--- config.mk ---
export PLATFORM = sky130hd
export DESIGN_NAME = brs_sequencer
export DESIGN_NICKNAME = d
export VERILOG_FILES = /design/src/rtl/brs_pkg.sv /design/src/rtl/brs_sync.sv /design/src/rtl/brs_timer.sv /design/src/rtl/brs_sequencer.sv
export SDC_FILE = /design/constraint.sdc
export NUM_CORES = 2
export LEC_CHECK = 0
export BUFFER_PORTS_ARGS = -buffer_cell sky130_fd_sc_hd__buf_2
export CAP_MARGIN = 20
export CORE_MARGIN = 2
export CORE_UTILIZATION = 66
export CTS_BUF_LIST = sky130_fd_sc_hd__clkbuf_4
export DETAILED_ROUTE_END_ITERATION = 6
export GPL_TIMING_DRIVEN = 0
export HOLD_SLACK_MARGIN = 0.12
export PLACE_DENSITY_LB_ADDON = 0.08
export SLEW_MARGIN = 20
export SYNTH_ARGS = -nofsm -noshare
export SYNTH_HDL_FRONTEND = slang
export SYNTH_SLANG_ARGS = --single-unit
--- constraint.sdc ---
create_clock -name CLK_SYS -period 34.8 [get_ports CLK_SYS]
set_clock_uncertainty 0.2 [all_clocks]
set_input_delay 6.96 -clock CLK_SYS [delete_from_list [all_inputs] [get_ports CLK_SYS]]
set_output_delay 6.96 -clock CLK_SYS [all_outputs]
set_load 0.01 [all_outputs]
--- src/rtl/brs_pkg.sv ---
// brs_pkg: constants shared by the brake and ride-through sequencer
// assumes: 25 MHz system clock, parameters held as scaled integers
package brs_pkg;

  // ****************************************
  // clock and time base
  // ****************************************
  localparam int          CLK_HZ         = 25000000;
  localparam int          TICK_US        = 10000;
  localparam int          TICK_CYCLES    = CLK_HZ / 1000000 * TICK_US;
  localparam logic [17:0] TICK_LAST      = 18'(TICK_CYCLES - 1);

  // ****************************************
  // Wishbone register byte offsets
  // ****************************************
  localparam logic [7:0] OFS_CTRL         = 8'h00;
  localparam logic [7:0] OFS_RT_TRIGGER   = 8'h04;
  localparam logic [7:0] OFS_RT_PAUSE     = 8'h08;
  localparam logic [7:0] OFS_RECOVERY     = 8'h0C;
  localparam logic [7:0] OFS_REL_FREQ     = 8'h10;
  localparam logic [7:0] OFS_REL_CURRENT  = 8'h14;
  localparam logic [7:0] OFS_REL_DELAY    = 8'h18;
  localparam logic [7:0] OFS_ACCEL_PAUSE  = 8'h1C;
  localparam logic [7:0] OFS_ENG_FREQ     = 8'h20;
  localparam logic [7:0] OFS_ENG_WAIT     = 8'h24;
  localparam logic [7:0] OFS_STOP_DELAY   = 8'h28;
  localparam logic [7:0] OFS_STATUS       = 8'h2C;

  // ctrl fields
  localparam int CTRL_RT_EN   = 0;
  localparam int CTRL_BRK_EN  = 1;
  localparam int CTRL_SUP_LSB = 4;

  // status fields
  localparam int ST_BRAKE  = 0;
  localparam int ST_RT     = 1;
  localparam int ST_HOLD   = 2;
  localparam int ST_RUN    = 3;
  localparam int ST_PH_LSB = 4;

  // ****************************************
  // reset values (percent x10, Hz x100, time in 10 ms ticks)
  // ****************************************
  localparam logic [15:0] RST_RT_TRIGGER  = 16'h0320;
  localparam logic [15:0] RST_RT_PAUSE    = 16'h03E8;
  localparam logic [15:0] RST_RECOVERY    = 16'h0000;
  localparam logic [15:0] RST_REL_FREQ    = 16'h00FA;
  localparam logic [15:0] RST_REL_CURRENT = 16'h0000;
  localparam logic [15:0] RST_REL_DELAY   = 16'h0000;
  localparam logic [15:0] RST_ACCEL_PAUSE = 16'h0064;
  localparam logic [15:0] RST_ENG_FREQ    = 16'h0000;
  localparam logic [15:0] RST_ENG_WAIT    = 16'h0000;
  localparam logic [15:0] RST_STOP_DELAY  = 16'h0000;

  // ****************************************
  // base bus voltage per supply class, volts
  // ****************************************
  localparam logic [2:0]  SUP_220   = 3'h0;
  localparam logic [2:0]  SUP_400   = 3'h1;
  localparam logic [2:0]  SUP_470   = 3'h2;
  localparam logic [2:0]  SUP_650   = 3'h3;
  localparam logic [2:0]  SUP_1140  = 3'h4;
  localparam logic [11:0] BASE_220  = 12'h137;
  localparam logic [11:0] BASE_400  = 12'h219;
  localparam logic [11:0] BASE_470  = 12'h29E;
  localparam logic [11:0] BASE_650  = 12'h3CF;
  localparam logic [11:0] BASE_1140 = 12'h640;

  // ****************************************
  // brake sequence phases
  // ****************************************
  typedef enum logic [2:0] {
    PH_IDLE,
    PH_WAIT_RELEASE,
    PH_ACCEL_PAUSE,
    PH_RUN,
    PH_DECEL,
    PH_ENG_WAIT,
    PH_STOP_DELAY
  } brs_phase_t;

endpackage

--- src/rtl/brs_sync.sv ---
// brs_sync: two flip-flop synchroniser for one pin level
// assumes: input is asynchronous to CLK_SYS
`timescale 1ns/100ps
module brs_sync
  import brs_pkg::*;
(
  // clock and reset
  input  wire logic clk,
  input  wire logic rst,
  // level
  input  wire logic din,
  output logic      dout
);

  logic stage1;

  always_ff @(posedge clk or posedge rst)
  begin
    if (rst)
    begin
      stage1 <= 1'b0;
      dout   <= 1'b0;
    end
    else
    begin
      stage1 <= din;
      dout   <= stage1;
    end
  end

endmodule

--- src/rtl/brs_timer.sv ---
// brs_timer: counts 10 ms ticks while enabled, flags once the count reaches limit
// assumes: tick is a one-cycle pulse from the same clock
`timescale 1ns/100ps
module brs_timer
  import brs_pkg::*;
(
  // clock and reset
  input  wire logic        clk,
  input  wire logic        rst,
  // control
  input  wire logic        run,
  input  wire logic        tick,
  input  wire logic [15:0] limit,
  output logic             done
);

  logic [15:0] count;
  logic [15:0] next_count;

  // saturating count, cleared whenever the condition drops
  assign next_count = !run ? 16'h0000 :
                      (tick && count != 16'hFFFF) ? count + 16'h0001 : count;
  assign done       = run && (count >= limit);

  always_ff @(posedge clk or posedge rst)
  begin
    if (rst)
      count <= 16'h0000;
    else
      count <= next_count;
  end

endmodule

--- src/rtl/brs_sequencer.sv ---
// brs_sequencer: power loss ride through and external brake sequencer
// assumes: classic Wishbone slave, frequency/current/voltage from same-clock
// measurement logic, start/stop command pins asynchronous
//
// Functional notes
// - ride-through lowers frequency to hold bus
// - decelerate below trigger percent of base
// - base voltage chosen from supply class
// - recover after normal longer than recovery time
// - pause threshold register, default 100.0 percent
// - start output on start, brake engaged
// - release after current and frequency held delay
// - compare output frequency with release frequency
// - release current is percent of rated
// - hold release frequency for pause time
// - on stop decelerate to engage frequency
// - wait engage time then engage brake
// - after engage wait stop delay, stop
`timescale 1ns/100ps
module brs_sequencer
  import brs_pkg::*;
#(parameter logic [17:0] TICK_TOP = TICK_LAST)  // tick length, shortened only for fast tests
(
  // clock and reset
  input  wire logic        CLK_SYS,
  input  wire logic        RST,
  // wishbone slave
  input  wire logic        WB_CYC_I,
  input  wire logic        WB_STB_I,
  input  wire logic        WB_WE_I,
  input  wire logic [7:0]  WB_ADR_I,
  input  wire logic [3:0]  WB_SEL_I,
  input  wire logic [31:0] WB_DAT_I,
  output logic [31:0]      WB_DAT_O,
  output logic             WB_ACK_O,
  // commands (pins)
  input  wire logic        START_CMD,
  input  wire logic        STOP_CMD,
  // measurements (same clock)
  input  wire logic [15:0] OUT_FREQ,
  input  wire logic [15:0] SET_FREQ,
  input  wire logic [15:0] OUT_CURRENT,
  input  wire logic [15:0] RATED_CURRENT,
  input  wire logic [11:0] BUS_VOLTAGE,
  // frequency generator control
  output logic             RUN_ENABLE,
  output logic             FREQ_HOLD,
  output logic             FREQ_DECEL,
  output logic [15:0]      FREQ_TARGET,
  // brake terminal, high = brake engaged
  output logic             BRAKE_OUT,
  output logic             BRAKE_OE
);

  // ****************************************
  // helpers
  // ****************************************
  // scale a value by a percent x10 setting, result in value units
  function automatic logic [15:0] pct_of(input logic [15:0] base, input logic [15:0] pct);
    logic [31:0] prod;
    prod   = base * pct;
    pct_of = 16'(prod / 32'd1000);
  endfunction

  function automatic logic [15:0] merge(input logic [15:0] old, input logic [31:0] d,
                                        input logic [3:0] sel);
    merge = {sel[1] ? d[15:8] : old[15:8], sel[0] ? d[7:0] : old[7:0]};
  endfunction

  // ****************************************
  // registers
  // ****************************************
  logic [15:0] ctrl;
  logic [15:0] rt_trigger;
  logic [15:0] rt_pause;
  logic [15:0] recovery;
  logic [15:0] rel_freq;
  logic [15:0] rel_current;
  logic [15:0] rel_delay;
  logic [15:0] accel_pause;
  logic [15:0] eng_freq;
  logic [15:0] eng_wait;
  logic [15:0] stop_delay;
  wire ride_through_enable = ctrl[CTRL_RT_EN];
  wire ext_brake_enable    = ctrl[CTRL_BRK_EN];
  wire [2:0] supply_class  = ctrl[CTRL_SUP_LSB +: 3];

  wire wb_req  = WB_CYC_I && WB_STB_I && !WB_ACK_O;
  wire wb_wr   = wb_req && WB_WE_I;

  always_ff @(posedge CLK_SYS or posedge RST)
  begin
    if (RST)
    begin
      ctrl        <= 16'h0000;
      rt_trigger  <= RST_RT_TRIGGER;
      rt_pause    <= RST_RT_PAUSE;
      recovery    <= RST_RECOVERY;
      rel_freq    <= RST_REL_FREQ;
      rel_current <= RST_REL_CURRENT;
      rel_delay   <= RST_REL_DELAY;
      accel_pause <= RST_ACCEL_PAUSE;
      eng_freq    <= RST_ENG_FREQ;
      eng_wait    <= RST_ENG_WAIT;
      stop_delay  <= RST_STOP_DELAY;
    end
    else if (wb_wr)
    begin
      case (WB_ADR_I)
        OFS_CTRL:        ctrl        <= merge(ctrl, WB_DAT_I, WB_SEL_I);
        OFS_RT_TRIGGER:  rt_trigger  <= merge(rt_trigger, WB_DAT_I, WB_SEL_I);
        OFS_RT_PAUSE:    rt_pause    <= merge(rt_pause, WB_DAT_I, WB_SEL_I);
        OFS_RECOVERY:    recovery    <= merge(recovery, WB_DAT_I, WB_SEL_I);
        OFS_REL_FREQ:    rel_freq    <= merge(rel_freq, WB_DAT_I, WB_SEL_I);
        OFS_REL_CURRENT: rel_current <= merge(rel_current, WB_DAT_I, WB_SEL_I);
        OFS_REL_DELAY:   rel_delay   <= merge(rel_delay, WB_DAT_I, WB_SEL_I);
        OFS_ACCEL_PAUSE: accel_pause <= merge(accel_pause, WB_DAT_I, WB_SEL_I);
        OFS_ENG_FREQ:    eng_freq    <= merge(eng_freq, WB_DAT_I, WB_SEL_I);
        OFS_ENG_WAIT:    eng_wait    <= merge(eng_wait, WB_DAT_I, WB_SEL_I);
        OFS_STOP_DELAY:  stop_delay  <= merge(stop_delay, WB_DAT_I, WB_SEL_I);
        default:         ctrl        <= ctrl;
      endcase
    end
  end

  // ****************************************
  // pin synchronisers
  // ****************************************
  logic start_s;
  logic stop_s;
  brs_sync u_sync_start (.clk(CLK_SYS), .rst(RST), .din(START_CMD), .dout(start_s));
  brs_sync u_sync_stop  (.clk(CLK_SYS), .rst(RST), .din(STOP_CMD),  .dout(stop_s));

  // ****************************************
  // 10 ms tick
  // ****************************************
  logic [17:0] tick_cnt;
  wire         tick = (tick_cnt == TICK_TOP);
  always_ff @(posedge CLK_SYS or posedge RST)
  begin
    if (RST)
      tick_cnt <= 18'h00000;
    else
      tick_cnt <= tick ? 18'h00000 : tick_cnt + 18'h00001;
  end
  // ****************************************
  // ride through
  // ****************************************
  logic [11:0] base_v;
  always_comb
  begin
    case (supply_class)
      SUP_220:  base_v = BASE_220;
      SUP_400:  base_v = BASE_400;
      SUP_470:  base_v = BASE_470;
      SUP_650:  base_v = BASE_650;
      SUP_1140: base_v = BASE_1140;
      default:  base_v = BASE_400;
    endcase
  end

  wire [15:0] trig_v   = pct_of({4'h0, base_v}, rt_trigger);
  wire [15:0] pause_v  = pct_of({4'h0, base_v}, rt_pause);
  wire [15:0] bus_v    = {4'h0, BUS_VOLTAGE};
  wire        bus_low  = bus_v < trig_v;
  wire        bus_high = bus_v > pause_v;

  logic rt_active;
  logic recovered;
  // recovery timer runs while bus is back at or above trigger
  brs_timer u_recover (
    .clk   (CLK_SYS),
    .rst   (RST),
    .run   (rt_active && !bus_low),
    .tick  (tick),
    .limit (recovery + 16'h0001),
    .done  (recovered)
  );

  always_ff @(posedge CLK_SYS or posedge RST)
  begin
    if (RST)
      rt_active <= 1'b0;
    else if (!ride_through_enable || !RUN_ENABLE)
      rt_active <= 1'b0;
    else if (bus_low && RUN_ENABLE)
      rt_active <= 1'b1;
    else if (recovered)
      rt_active <= 1'b0;
  end

  // ****************************************
  // brake sequence
  // ****************************************
  brs_phase_t phase;
  brs_phase_t next_phase;
  wire [15:0] rel_i    = pct_of(RATED_CURRENT, rel_current);
  wire        freq_ok  = OUT_FREQ >= rel_freq;
  wire        rel_cond = (OUT_CURRENT > rel_i) && freq_ok;
  wire        at_eng   = OUT_FREQ <= eng_freq;
  logic       tmr_done;
  logic       phase_moved;  // clears the count so no time carries into the next phase
  logic [15:0] tmr_limit;
  wire        tmr_run = (phase == PH_WAIT_RELEASE) ? rel_cond :
                        (phase == PH_ACCEL_PAUSE || phase == PH_STOP_DELAY) ||
                        (phase == PH_ENG_WAIT && at_eng);

  always_comb
  begin
    case (phase)
      PH_WAIT_RELEASE: tmr_limit = rel_delay + 16'h0001;  // longer than delay
      PH_ACCEL_PAUSE:  tmr_limit = accel_pause;
      PH_ENG_WAIT:     tmr_limit = eng_wait;
      PH_STOP_DELAY:   tmr_limit = stop_delay;
      default:         tmr_limit = 16'h0000;
    endcase
  end

  brs_timer u_phase (
    .clk   (CLK_SYS),
    .rst   (RST),
    .run   (tmr_run && !phase_moved),
    .tick  (tick),
    .limit (tmr_limit),
    .done  (tmr_done)
  );

  always_comb
  begin
    next_phase = phase;
    case (phase)
      PH_IDLE:
        if (start_s && !stop_s)
          next_phase = ext_brake_enable ? PH_WAIT_RELEASE : PH_RUN;
      PH_WAIT_RELEASE:
        if (stop_s)
          next_phase = PH_STOP_DELAY;  // brake never released, no engage wait
        else if (tmr_done)
          next_phase = PH_ACCEL_PAUSE;
      PH_ACCEL_PAUSE:
        if (stop_s)
          next_phase = PH_DECEL;
        else if (tmr_done)
          next_phase = PH_RUN;
      PH_RUN:
        if (stop_s)
          next_phase = ext_brake_enable ? PH_DECEL : PH_IDLE;
      PH_DECEL:
        if (at_eng)
          next_phase = PH_ENG_WAIT;
      PH_ENG_WAIT:
        if (tmr_done)
          next_phase = PH_STOP_DELAY;
      PH_STOP_DELAY:
        if (tmr_done)
          next_phase = PH_IDLE;
      default:
        next_phase = PH_IDLE;
    endcase
    // disabling the brake mid-sequence drops straight to plain running, or to idle while stop is held
    if (!ext_brake_enable && phase != PH_IDLE && phase != PH_RUN)
      next_phase = stop_s ? PH_IDLE : PH_RUN;
  end

  always_ff @(posedge CLK_SYS or posedge RST)
  begin
    if (RST)
      phase <= PH_IDLE;
    else
      phase <= next_phase;
  end

  // ****************************************
  // outputs, all registered
  // ****************************************
  logic        next_brake;
  logic        next_hold;
  logic        next_decel;
  logic [15:0] next_target;

  always_comb
  begin
    next_brake  = !ext_brake_enable || !(phase == PH_ACCEL_PAUSE || phase == PH_RUN ||
                                         phase == PH_DECEL || phase == PH_ENG_WAIT);
    next_target = SET_FREQ;
    next_hold   = 1'b0;
    next_decel  = 1'b0;
    case (phase)
      PH_WAIT_RELEASE: next_target = rel_freq;
      PH_ACCEL_PAUSE:
      begin
        next_target = rel_freq;
        next_hold   = 1'b1;
      end
      PH_DECEL, PH_ENG_WAIT, PH_STOP_DELAY: next_target = eng_freq;
      default: next_target = SET_FREQ;
    endcase
    // ride through overrides the normal ramp
    if (rt_active && phase != PH_IDLE)
    begin
      next_decel = !bus_high;
      next_hold  = bus_high;
    end
  end

  always_ff @(posedge CLK_SYS or posedge RST)
  begin
    if (RST)
    begin
      RUN_ENABLE  <= 1'b0;
      FREQ_HOLD   <= 1'b0;
      FREQ_DECEL  <= 1'b0;
      FREQ_TARGET <= 16'h0000;
      BRAKE_OUT   <= 1'b1;
      BRAKE_OE    <= 1'b0;
      phase_moved <= 1'b0;
    end
    else
    begin
      RUN_ENABLE  <= (phase != PH_IDLE);
      FREQ_HOLD   <= next_hold;
      FREQ_DECEL  <= next_decel;
      FREQ_TARGET <= next_target;
      BRAKE_OUT   <= next_brake;
      BRAKE_OE    <= ext_brake_enable;
      phase_moved <= (next_phase != phase);
    end
  end

  // ****************************************
  // wishbone read and ack
  // ****************************************
  logic [15:0] rd_mux;
  always_comb
  begin
    case (WB_ADR_I)
      OFS_CTRL:        rd_mux = ctrl;
      OFS_RT_TRIGGER:  rd_mux = rt_trigger;
      OFS_RT_PAUSE:    rd_mux = rt_pause;
      OFS_RECOVERY:    rd_mux = recovery;
      OFS_REL_FREQ:    rd_mux = rel_freq;
      OFS_REL_CURRENT: rd_mux = rel_current;
      OFS_REL_DELAY:   rd_mux = rel_delay;
      OFS_ACCEL_PAUSE: rd_mux = accel_pause;
      OFS_ENG_FREQ:    rd_mux = eng_freq;
      OFS_ENG_WAIT:    rd_mux = eng_wait;
      OFS_STOP_DELAY:  rd_mux = stop_delay;
      OFS_STATUS:      rd_mux = {9'h000, phase, RUN_ENABLE, FREQ_HOLD, rt_active, BRAKE_OUT};
      default:         rd_mux = 16'h0000;
    endcase
  end
  // unmapped addresses still ack, reading zero, so the bus never hangs
  always_ff @(posedge CLK_SYS or posedge RST)
  begin
    if (RST)
    begin
      WB_ACK_O <= 1'b0;
      WB_DAT_O <= 32'h00000000;
    end
    else
    begin
      WB_ACK_O <= wb_req;
      WB_DAT_O <= wb_req ? {16'h0000, rd_mux} : 32'h00000000;
    end
  end

endmodule

==> results.yml <==
power_and_ir_drop:
  p_leak_nw: 25.3
  power_density_nw_per_um2: 19.5
  p_total_mw: 1.09
  max-vdd-ir-drop_mv: 0.0430
clock_network:
  cts_tree: "yes"
  cts.sinks: 273
  htree_levels: 3
  clock_tree.root_cell: "clkbuf_4"
  post_cts_buffers: 0
  numCtsBuffers: 72
  clkTransAtPathRegs_ns: 0.07
  clock_latency_ns: 0.73
  max-clock-path-buffers: 3
synthesis:
  syn_area_per_cell_um2: 8.28
  yosys_most_used_dff: "dfrtp_1"
  synth_cell_types: 152
  syn-instance-count: 6364
  synth_warnings: 0
  ys_seq_area_frac: 0.130
  synth_edf_count: 0
  async_flop_share: 1.00
  synthesis.area_um2: 52700
  synth.ff_latch_count: 273
worst_setup_path:
  crit_path_start_kind: "input port"
  path_class: "input port to flip-flop"
  cp_slowest_cell: "a311oi_4"
  required_ns: 35.18
  r2r-start: "ctrl[6]"
  cp-startpoint: "RATED_CURRENT[7]"
  crit_end: "phase_moved"
  slowest_delay_ns: 0.61
  critical_path_arrival_ns: 33.50
  end_kind: "flip-flop"
  rr_worst_depth: 86
  path_buf_inv: 13
  r2r_slack_ns: 7.22
  path_depth: 94
  crit_family: "compound AO/OA/AOI/OAI gates"
  cp_max_fo: 10
  r2r-end: "FREQ_HOLD"
detailed_routing:
  ant_nets: 0
  drc_errors: 0
  drt_iter0_markers: 4323
  routed-via-count: 50800
  via_per_inst: 6.59
  dr.pass1.iters: 7
  post_drt_wl_per_cell_um: 20.1
  routed_wl_um: 155000
worst_hold_path:
  hold_class: "flip-flop to flip-flop"
sta:
  maxSlewViolCount: 0
  fin_crit_sh: 0.952
  layout_setup_ws_ns: 1.68
  grt_setup_unrepaired: "false"
  min_period_ns: 33.12
  setup_viol: 0
  tns_ns: 0
  fmax_mhz: 30.2
  hold_viol_final: 0
  relSlewSlack: 0.128
  worst_pin_slew_ns: 1.29
die:
  die_w_um: 287
  num_rows: 103
  die_h_um: 287
  fp.dieArea_um2: 82100
  design.portCount: 181
  start_util: 0.667
  design.core.area_um2: 79000
grt:
  antenna_found_initial: 7
  grt_pass1_vias: 48500
  grt_pass1_wl_um: 251000
  overflow: 0
  grt_max_degree: 91
  grt_usage: 0.370
place:
  place.gp.congestion: 1.00
  dp_hpwl_um: 125000
  dpl_cell_area_um2: 54900
  port_buffers: 146
  place_ws_ns: 0.956
outcome:
  outcome: "finished clean"
final_layout:
  finalInstanceArea_um2: 55900
  final_net_count: 7523
  drive_gt1_frac: 0.117
  final_core_utilization: 0.707
  syn2layout_area_growth_pct: 6.02
flow_run:
  maxCapViolCount: 0
==> area by class of cell <==
class | instances | area, um^2
Clock inverter | 17 | 120
Timing Repair Buffer | 150 | 821
Clock buffer | 109 | 818
Antenna cell | 3 | 7.51
Inverter | 565 | 2130
Fill cell | 6507 | 23100
Multi-Input combinational cell | 5245 | 42400
Tap cell | 1050 | 1310
Sequential cell | 273 | 6860
Buffer | 295 | 1380
==> registers in the layout, indices dropped and copies added (netlist names), 3 cells and up <==
register / count
FREQ_TARGET: 16
WB_DAT_O: 16
accel_pause: 16
ctrl: 16
eng_freq: 16
eng_wait: 16
phase: 3
recovery: 16
rel_current: 16
rel_delay: 16
rel_freq: 16
rt_pause: 16
rt_trigger: 16
stop_delay: 16
tick_cnt: 18
u_phase.count: 16
u_recover.count: 16
==> placed cells by master, fill, tap and decap left out, types with 187 or more instances in the layout <==
master / n
xnor2_1: 201
fa_1: 446
and2_1: 292
a21oi_1: 331
mux2_2: 204
nor2_1: 381
inv_1: 555
nand3_1: 187
o21ai_0: 193
clkbuf_1: 194
ha_1: 348
dfrtp_1: 254
nand2_1: 652
==> cells by family (layout without fill, tap and decap cells) <==
logic type,Yosys count,count (layout),share of synthesized area
compound gates,1669,1669,0.234
xor+xnor,300,300,0.0506
fa+ha+maj,803,803,0.254
buf+inv,861,1136,0.0665
flops,273,273,0.130
mux,276,276,0.0577
other cells,1,19,0.0000711
simple gates,2181,2181,0.208
==> where the power goes <==
part | switching [mW] | internal (mW)
combinational | 0.299 | 0.154
sequential | 0.00985 | 0.332
clock | 0.141 | 0.152
total | 0.450 | 0.638
==> worst register-to-register path, delay by kind of cell (launching register included) <==
| family | cells | cell delay, ns |
|---|---|---|
| AND/OR/NAND/NOR | 26 | 6.47 |
| adder cells (fa/ha/maj) | 7 | 2.91 |
| flip-flops | 1 | 0.32 |
| buffers and inverters | 9 | 2.41 |
| AO/OA/AOI/OAI | 41 | 14.14 |
| multiplexers | 3 | 1.09 |
==> per-stage QoR <==
stage	instances	hold WS, ns
finish	7707	0.152
global placement	7575	0.135
global route	7705	0.158
detailed placement	7579	0.141
floorplan	6379	0.131
CTS	7705	0.154
==> what timing repair did <==
item / in CTS / in global routing
resized for setup: 0 / 4
setup endpoints to repair: 0 / 14
hold buffers: 0 / 0
==> routing by layer <==
layer,up-vias,routed length (um),global-route usage
met1,24600,63900,0.500
met3,392,13200,0.0501
met5,-,64,0
met2,2410,72200,0.611
met4,10,5590,0.123
li1,23400,-,-
==> worst min-delay path by stage <==
| stage | start | to | slack, ns | depth (start not counted) |
|---|---|---|---|---|
| 5_1_grt | u_sync_stop.stage1 | u_sync_stop.dout | 0.16 | 0 |
| 4_1_cts | u_sync_start.stage1 | u_sync_start.dout | 0.15 | 0 |
| 3_3_place_gp | u_sync_stop.stage1 | u_sync_stop.dout | 0.13 | 0 |
| 6_report | u_sync_stop.stage1 | u_sync_stop.dout | 0.15 | 0 |
| 3_5_place_dp | u_sync_stop.stage1 | u_sync_stop.dout | 0.14 | 0 |
| 2_1_floorplan | u_sync_start.stage1 | u_sync_start.dout | 0.13 | 0 |
==> Yosys cell counts, types with 27 or more instances <==
master / count / share of area
a31oi_1: 66 / 0.0078
o21a_1: 56 / 0.0080
or3_1: 48 / 0.0057
o21ai_0: 193 / 0.018
inv_1: 556 / 0.040
nand3_1: 187 / 0.018
and2_1: 292 / 0.035
nand2b_1: 51 / 0.0061
clkbuf_1: 195 / 0.014
xnor2_1: 202 / 0.034
o22ai_1: 69 / 0.0082
nor2_1: 381 / 0.027
xor2_1: 94 / 0.016
nor4_1: 47 / 0.0056
buf_4: 39 / 0.0056
a22oi_1: 74 / 0.011
o31ai_1: 34 / 0.0048
ha_1: 348 / 0.083
fa_1: 446 / 0.17
nor2b_1: 76 / 0.0090
nand2_1: 652 / 0.046
nor3_1: 140 / 0.013
a211oi_1: 68 / 0.0097
mux2i_1: 66 / 0.013
a22o_1: 30 / 0.0050
nand4_1: 74 / 0.0088
buf_2: 40 / 0.0038
mux2_2: 204 / 0.044
a21o_1: 90 / 0.013
o211a_1: 27 / 0.0051
a221oi_1: 38 / 0.0063
or2_2: 28 / 0.0033
o211ai_1: 89 / 0.013
o21ai_1: 41 / 0.0039
and3_1: 77 / 0.0091
o21bai_1: 35 / 0.0050
dfrtp_1: 254 / 0.12
a21oi_1: 331 / 0.031
Power figures use the tool's default switching activity.
